===== src/design/spt_pkg.sv =====
// shared constants for the sampling synthesizer and trigger output control
package spt_pkg;

  // ****************************************
  // register offsets
  // ****************************************
  localparam logic [7:0] ADDR_FBDIV_PV  = 8'h3D;
  localparam logic [7:0] ADDR_FBDIV_N   = 8'h3E;
  localparam logic [7:0] ADDR_OSC_BIAS  = 8'h3F;
  localparam logic [7:0] ADDR_LANE_EMPH = 8'h48;
  localparam logic [7:0] ADDR_TRIG_CTRL = 8'h57;

  // ****************************************
  // reset values
  // ****************************************
  localparam logic [7:0] RST_FBDIV_PV  = 8'h00;
  localparam logic [7:0] RST_FBDIV_N   = 8'h20;
  localparam logic [7:0] RST_OSC_BIAS  = 8'h4F;
  localparam logic [7:0] RST_LANE_EMPH = 8'h00;
  localparam logic [7:0] RST_TRIG_CTRL = 8'h00;

  // ****************************************
  // field positions
  // ****************************************
  localparam int V_LSB      = 0;
  localparam int P_LSB      = 2;
  localparam int N_LSB      = 0;
  localparam int BIAS_LSB   = 0;
  localparam int EMPH_LSB   = 0;
  localparam int TSEL_LSB   = 0;
  localparam int TRIG_EN_BIT = 7;

  // ****************************************
  // trigger output modes and counts
  // ****************************************
  localparam logic [2:0] TSEL_UI16  = 3'h0;
  localparam logic [2:0] TSEL_UI32  = 3'h1;
  localparam logic [2:0] TSEL_UI64  = 3'h2;
  localparam logic [2:0] TSEL_STAMP = 3'h3;
  localparam logic [5:0] TRIG_HALF_UI16 = 6'h08;
  localparam logic [5:0] TRIG_HALF_UI32 = 6'h10;
  localparam logic [5:0] TRIG_HALF_UI64 = 6'h20;

  // divide ratios; zero stops the stage
  localparam logic [5:0] RATIO_STOP = 6'h00;
  localparam logic [5:0] RATIO_1    = 6'h01;
  localparam logic [5:0] RATIO_2    = 6'h02;
  localparam logic [5:0] RATIO_3    = 6'h03;
  localparam logic [5:0] RATIO_4    = 6'h04;
  localparam logic [5:0] RATIO_5    = 6'h05;

endpackage : spt_pkg


===== src/design/spt_tick_div.sv =====
// programmable tick divider: one output tick per ratio input ticks
`timescale 1ns/1ps
module spt_tick_div #(
  parameter int W = 6
) (
  input  wire logic         clk,
  input  wire logic         rstn,
  input  wire logic         clr,
  input  wire logic         tick,
  input  wire logic [W-1:0] ratio,
  output logic              out_tick
);
  logic [W-1:0] cnt;
  logic [W-1:0] next_cnt;
  logic         last;

  // ratio zero never matches, so a stopped stage stays silent
  assign last     = (ratio != '0) && (cnt == ratio - W'(1));
  assign out_tick = tick && last && !clr;

  always_comb begin
    next_cnt = cnt;
    if (clr) begin
      next_cnt = '0;
    end else if (tick) begin
      next_cnt = last ? '0 : cnt + W'(1);
    end
  end

  always_ff @(posedge clk or negedge rstn) begin
    if (!rstn) begin
      cnt <= '0;
    end else begin
      cnt <= next_cnt;
    end
  end
endmodule : spt_tick_div


===== src/design/spt_ctrl.sv =====
// synthesizer feedback dividers, lane emphasis and trigger output control
`timescale 1ns/1ps
module spt_ctrl
  import spt_pkg::*;
#(
  parameter int LANES = 8
) (
  input  wire logic               clk,
  input  wire logic               rstn,
  input  wire logic               reg_write,
  input  wire logic               reg_read,
  input  wire logic [7:0]         reg_addr,
  input  wire logic [7:0]         reg_wdata,
  output logic      [7:0]         reg_rdata,
  output logic                    reg_rvalid,
  input  wire logic               synth_hold_in_reset,
  input  wire logic               vco_tick,
  input  wire logic               ui_tick,
  input  wire logic               serializer_reinit,
  input  wire logic               timestamp_input,
  output logic                    sample_tick,
  output logic                    pfd_fb_tick,
  output logic                    trigger_out_pin,
  output logic [6:0]              oscillator_bias_level,
  output logic [LANES*4-1:0]      lane_preemphasis
);

  // ****************************************
  // register file
  // ****************************************
  logic [7:0] fbdiv_pv, fbdiv_n, osc_bias, lane_emph, trig_ctrl;
  logic [7:0] next_fbdiv_pv, next_fbdiv_n, next_osc_bias, next_lane_emph, next_trig_ctrl;
  logic [7:0] next_rdata;

  always_comb begin
    next_fbdiv_pv  = fbdiv_pv;
    next_fbdiv_n   = fbdiv_n;
    next_osc_bias  = osc_bias;
    next_lane_emph = lane_emph;
    next_trig_ctrl = trig_ctrl;
    if (reg_write) begin
      unique case (reg_addr)
        ADDR_FBDIV_PV:  next_fbdiv_pv  = reg_wdata;
        ADDR_FBDIV_N:   next_fbdiv_n   = reg_wdata;
        ADDR_OSC_BIAS:  next_osc_bias  = reg_wdata;
        ADDR_LANE_EMPH: next_lane_emph = reg_wdata;
        ADDR_TRIG_CTRL: next_trig_ctrl = reg_wdata;
        default:        next_fbdiv_pv  = fbdiv_pv;
      endcase
    end
    // unmapped reads answer zero
    unique case (reg_addr)
      ADDR_FBDIV_PV:  next_rdata = fbdiv_pv;
      ADDR_FBDIV_N:   next_rdata = fbdiv_n;
      ADDR_OSC_BIAS:  next_rdata = osc_bias;
      ADDR_LANE_EMPH: next_rdata = lane_emph;
      ADDR_TRIG_CTRL: next_rdata = trig_ctrl;
      default:        next_rdata = 8'h00;
    endcase
  end

  always_ff @(posedge clk or negedge rstn) begin
    if (!rstn) begin
      fbdiv_pv   <= RST_FBDIV_PV;
      fbdiv_n    <= RST_FBDIV_N;
      osc_bias   <= RST_OSC_BIAS;
      lane_emph  <= RST_LANE_EMPH;
      trig_ctrl  <= RST_TRIG_CTRL;
      reg_rdata  <= 8'h00;
      reg_rvalid <= 1'b0;
    end else begin
      fbdiv_pv   <= next_fbdiv_pv;
      fbdiv_n    <= next_fbdiv_n;
      osc_bias   <= next_osc_bias;
      lane_emph  <= next_lane_emph;
      trig_ctrl  <= next_trig_ctrl;
      reg_rdata  <= reg_read ? next_rdata : reg_rdata;
      reg_rvalid <= reg_read;
    end
  end

  // ****************************************
  // feedback divider chain
  // ****************************************
  logic [1:0] v_code, p_code;
  logic [5:0] v_ratio, p_ratio, n_ratio;
  logic       v_tick, p_tick, n_tick;

  assign v_code  = fbdiv_pv[V_LSB +: 2];
  assign p_code  = fbdiv_pv[P_LSB +: 2];
  assign n_ratio = fbdiv_n[N_LSB +: 6];

  // reserved codes stop the stage rather than guess a ratio
  always_comb begin
    unique case (v_code)
      2'h0:    v_ratio = RATIO_5;
      2'h1:    v_ratio = RATIO_4;
      2'h2:    v_ratio = RATIO_3;
      default: v_ratio = RATIO_STOP;
    endcase
    unique case (p_code)
      2'h0:    p_ratio = RATIO_1;
      2'h1:    p_ratio = RATIO_2;
      2'h2:    p_ratio = RATIO_4;
      default: p_ratio = RATIO_STOP;
    endcase
  end

  // ratios are only stable while held in reset, so the chain clears there
  spt_tick_div #(.W(6)) u_vdiv (
    .clk(clk), .rstn(rstn), .clr(synth_hold_in_reset), .tick(vco_tick),
    .ratio(v_ratio), .out_tick(v_tick)
  );
  spt_tick_div #(.W(6)) u_pdiv (
    .clk(clk), .rstn(rstn), .clr(synth_hold_in_reset), .tick(v_tick),
    .ratio(p_ratio), .out_tick(p_tick)
  );
  spt_tick_div #(.W(6)) u_ndiv (
    .clk(clk), .rstn(rstn), .clr(synth_hold_in_reset), .tick(p_tick),
    .ratio(n_ratio), .out_tick(n_tick)
  );

  // ****************************************
  // trigger output
  // ****************************************
  logic       trig_en, trig_tick, trig_clr, ts_s1, ts_s2, next_trig;
  logic [2:0] trig_sel;
  logic [5:0] trig_half;

  assign trig_en  = trig_ctrl[TRIG_EN_BIT];
  assign trig_sel = trig_ctrl[TSEL_LSB +: 3];

  always_comb begin
    unique case (trig_sel)
      TSEL_UI16: trig_half = TRIG_HALF_UI16;
      TSEL_UI32: trig_half = TRIG_HALF_UI32;
      TSEL_UI64: trig_half = TRIG_HALF_UI64;
      default:   trig_half = RATIO_STOP;
    endcase
  end

  assign trig_clr = !trig_en || serializer_reinit;

  spt_tick_div #(.W(6)) u_tdiv (
    .clk(clk), .rstn(rstn), .clr(trig_clr), .tick(ui_tick),
    .ratio(trig_half), .out_tick(trig_tick)
  );

  always_comb begin
    next_trig = trigger_out_pin;
    if (!trig_en) begin
      next_trig = 1'b0;
    end else if (trig_sel == TSEL_STAMP) begin
      next_trig = ts_s2;
    end else if (trig_sel > TSEL_STAMP) begin
      next_trig = 1'b0;
    end else if (serializer_reinit) begin
      next_trig = 1'b0;
    end else if (trig_tick) begin
      next_trig = !trigger_out_pin;
    end
  end

  always_ff @(posedge clk or negedge rstn) begin
    if (!rstn) begin
      ts_s1                 <= 1'b0;
      ts_s2                 <= 1'b0;
      trigger_out_pin       <= 1'b0;
      sample_tick           <= 1'b0;
      pfd_fb_tick           <= 1'b0;
      oscillator_bias_level <= RST_OSC_BIAS[6:0];
    end else begin
      ts_s1                 <= timestamp_input;
      ts_s2                 <= ts_s1;
      trigger_out_pin       <= next_trig;
      sample_tick           <= p_tick;
      pfd_fb_tick           <= n_tick;
      oscillator_bias_level <= osc_bias[BIAS_LSB +: 7];
    end
  end

  // ****************************************
  // lane emphasis fan-out
  // ****************************************
  genvar gi;
  generate
    for (gi = 0; gi < LANES; gi++) begin : g_lane
      always_ff @(posedge clk or negedge rstn) begin
        if (!rstn) begin
          lane_preemphasis[gi*4 +: 4] <= RST_LANE_EMPH[3:0];
        end else begin
          lane_preemphasis[gi*4 +: 4] <= lane_emph[EMPH_LSB +: 4];
        end
      end
    end
  endgenerate

  // ****************************************
  // checks
  // ****************************************
  logic [5:0] v_seen, p_seen, n_seen;

  always_ff @(posedge clk or negedge rstn) begin
    if (!rstn) begin
      v_seen <= '0;
      p_seen <= '0;
      n_seen <= '0;
    end else if (synth_hold_in_reset) begin
      v_seen <= '0;
      p_seen <= '0;
      n_seen <= '0;
    end else begin
      if (vco_tick) v_seen <= v_tick ? 6'h00 : v_seen + 6'h01;
      if (v_tick)   p_seen <= p_tick ? 6'h00 : p_seen + 6'h01;
      if (p_tick)   n_seen <= n_tick ? 6'h00 : n_seen + 6'h01;
    end
  end
endmodule : spt_ctrl


===== config.mk =====
export PLATFORM = sky130hd
export DESIGN_NAME = spt_ctrl
export DESIGN_NICKNAME = d
export VERILOG_FILES = /design/src/design/spt_pkg.sv /design/src/design/spt_tick_div.sv /design/src/design/spt_ctrl.sv
export SDC_FILE = /design/constraint.sdc
export NUM_CORES = 1
export LEC_CHECK = 0
export BUFFER_PORTS_ARGS = -buffer_cell sky130_fd_sc_hd__buf_4
export CAP_MARGIN = 10
export CORE_MARGIN = 1.5
export CORE_UTILIZATION = 56
export CTS_CLUSTER_DIAMETER = 30
export DETAILED_ROUTE_END_ITERATION = 10
export GPL_ROUTABILITY_DRIVEN = 0
export PLACE_DENSITY = 0.79
export SYNTH_ARGS = -nofsm -noshare
export SYNTH_HDL_FRONTEND = slang
export SYNTH_SLANG_ARGS = --single-unit

===== constraint.sdc =====
create_clock -name clk -period 3.05 [get_ports clk]
set_input_delay 0.4575 -clock clk [delete_from_list [all_inputs] [get_ports clk]]
set_output_delay 0.4575 -clock clk [all_outputs]
set_load 0.02 [all_outputs]

==> qor.txt <==
Outcome - finished, final reports clean
Worst path slowest cell - or4_4
Final setup fails - 0
Crit Path Category - reg -> reg
Synthesized area per cell - 11.5 um2
Post-route ant nets - 0
Share of cells above drive strength 1 - 0.365
Root Driver - clkbuf_8
1st-iter DRT viols - 198
Wirelength, routed - 8.65 mm
Startpoint types - flop
Worst slew pin tran - 1.07 ns
Worst path required time - 3.32 ns
Clock Latency Late Sink - 0.35 ns
Port bufs - 75
CP Capture Type - flop
Crit path DAT - 2.64 ns
Worst-path clk slew - 0.09 ns
CP Cell Sequence - ha_1, or4_4, a211oi_4, and4bb_1, o21ai_2, o21ai_1
Starting Density - 0.584
First-pass GRT wire length - 14.9 mm
CTS buffer count - 9
H-tree depth - 3
Leakage power - 2.45 nW
Fillers - 603
Hold Crit Class - in -> reg
Worst relative slew slack - 0.285
Die Ht - 93.0 um
Initial antenna violation count - 0
Final Skew - 0.0133 ns
Post-synth design cell area - 4540 um2
Pin count of the biggest net entering global routing - 90
Detailed Place HPWL - 6.31 mm
Area growth from synthesis to layout - 13.6%
Antenna cell count - 0
Routed WL per cell - 15.8 um
Setup Total Neg Slack - 0 ns
Unique masters post-synth - 58
Post_cts resized - 0
Crit-path max cell delay - 0.50 ns
Slew Viols, Final - 0
RSZ-0062 raised after global routing - no
Number of global-route vias before repair - 3133
Max clock buf depth - 2
Row Count - 32
Number of setup buffers added after CTS - 0
Yosys top cell by area - dfrtp_1
Delay-heaviest family, CP - simple AND/OR/NAND/NOR gates
Worst Slack Setup Final - 0.680 ns
Post-synth EDFFs - 0
#FFs+latches synth - 89
Pwr dens - 459 nW/um2
Drt drc - 0
CP max FO - 7
Placed cell areas - 4960 um2
Synth top area share - 0.430
All-Layer GR Usage - 0.219
Synth area leaders - dfrtp_1, mux2_2, dfstp_2
Most used DFF post-synth - dfrtp_1
Final nets - 474
Max Cap Viol - 0
Total grt overflow - 0
Yosys warnings - 0
Peak VDD IR - 0.360 mV
Final period util - 0.777
Sequential area share after synthesis - 0.494
TritonCTS clock tree - built
Power, Total - 2.37 mW
Post-Syn Instances - 394
DRT Pass-1 Iters - 4
Post-layout min period - 2.37 ns
Async set or reset register ratio after synthesis - 1.00
I/O pin cnt - 76
Pre-CTS setup slack - 0.635 ns
Vias post-DR - 3078
Syn Nets - 429
Clock Sinks - 89
Die X - 93.0 um
F_max - 422 MHz
Final instance area - 5160 um2
# hold bufs at CTS - 0
Final Hold Fails - 0
Placed Instances - 530
DR vias/cell - 5.64
Die ar. - 8660 um2
Worst Path Buf+Inv - 0
Core area - 7770 um2
Layout Cells excl Fill - 546
==> flip-flops by register name (all words and copies together), names as in the netlist <==
name / flops
fbdiv_n: 8
fbdiv_pv: 8
lane_emph: 8
osc_bias: 8
reg_rdata: 8
trig_ctrl: 8
oscillator_bias_level: 7
u_ndiv.cnt: 6
u_pdiv.cnt: 6
u_tdiv.cnt: 6
u_vdiv.cnt: 6
lane_preemphasis: 4
pfd_fb_tick: 1
reg_rvalid: 1
sample_tick: 1
trigger_out_pin: 1
ts_s1: 1
ts_s2: 1
==> logic make-up (layout without fill, tap and decap cells) <==
logic type,after synthesis,after routing,share of synthesized area
multiplexers,54,54,0.133
AO/OA/AOI/OAI,63,63,0.106
flip-flops,89,89,0.494
buffers and inverters,49,99,0.0659
XOR/XNOR,25,25,0.0515
AND/OR/NAND/NOR,104,104,0.123
adder cells (fa/ha/maj),10,10,0.0276
==> metal layers <==
layer	wire length [um]	global-route usage	vias up
met4	138	0.0846	0
met2	4250	0.355	83
met5	0	0	-
met3	305	0.0341	11
met1	3960	0.299	1501
li1	-	-	1483
==> stage by stage <==
step,hold WS [ns],util
2_1_floorplan,0.162,-
3_3_place_gp,0.348,0.639
3_5_place_dp,0.351,0.639
4_1_cts,0.198,0.664
5_1_grt,0.190,0.664
6_report,0.214,0.664
==> worst paths after layout <==
path	start	endpoint	slack [ns]	cells past startpoint
min in group asynchronous	rstn	u_ndiv.cnt[0]$_DFFE_PN0P_	0.28	1
min reg2reg	ts_s1$_DFF_PN0_	ts_s2$_DFF_PN0_	0.36	0
max reg2reg	fbdiv_pv[0]$_DFFE_PN0P_	u_ndiv.cnt[5]$_DFFE_PN0P_	0.68	6
max	fbdiv_pv[0]$_DFFE_PN0P_	u_ndiv.cnt[5]$_DFFE_PN0P_	0.68	6
max in group asynchronous	rstn	fbdiv_pv[1]$_DFFE_PN0P_	2.07	1
min	timestamp_input	ts_s1$_DFF_PN0_	0.21	1
==> layout by cell type (no fill, tap or decap), types with 3 or more instances in the layout <==
cell	netlist	final
mux2_2	50	50
nor4_1	3	3
nor3_1	4	4
a21oi_1	14	14
inv_1	8	8
nand2_1	22	22
a22o_1	3	3
and2_1	4	4
a221oi_1	7	7
a22oi_1	9	9
clkbuf_8	0	9
xor2_1	12	12
nand3_1	12	12
clkinv_4	0	3
mux2i_1	4	4
ha_1	10	10
o21ai_1	3	3
clkinv_2	0	3
o21ai_0	5	5
nor2_1	30	30
xnor2_1	12	12
buf_4	28	75
nand2b_1	3	3
dfstp_2	11	11
nor3b_1	4	4
dfrtp_1	78	78
nand4_1	4	4
==> report_power, final <==
part	total, mW	internal, mW	switching, mW
sequential	1.27	1.23	0.0441
combinational	0.304	0.133	0.171
clock	0.791	0.379	0.412
total	2.37	1.74	0.627
==> final cells by class <==
cell class,instances,area (um2),share of cell area
Sequential cell,89,2240,0.435
Multi-Input combinational cell,256,2000,0.388
Timing Repair Buffer,75,563,0.109
Tap cell,102,128,0.0248
Clock buffer,9,124,0.0240
Clock inverter,7,71.3,0.0138
Inverter,8,30.0,0.00582
==> cells in the mapped netlist (3+ instances only) <==
cell type,n
o21ai_1,3
a22o_1,3
a22oi_1,9
clkbuf_1,9
xor2_1,12
nor3b_1,4
nor2_1,30
xnor2_1,12
buf_4,28
mux2_2,50
mux2i_1,4
nor4_1,3
dfstp_2,11
ha_1,10
a221oi_1,7
inv_1,8
nand3_1,12
nor3_1,4
a21oi_1,14
dfrtp_1,78
nand4_1,4
and2_1,4
nand2_1,22
o21ai_0,5
nand2b_1,3
Note: power is estimated with default switching activity, not from simulation.
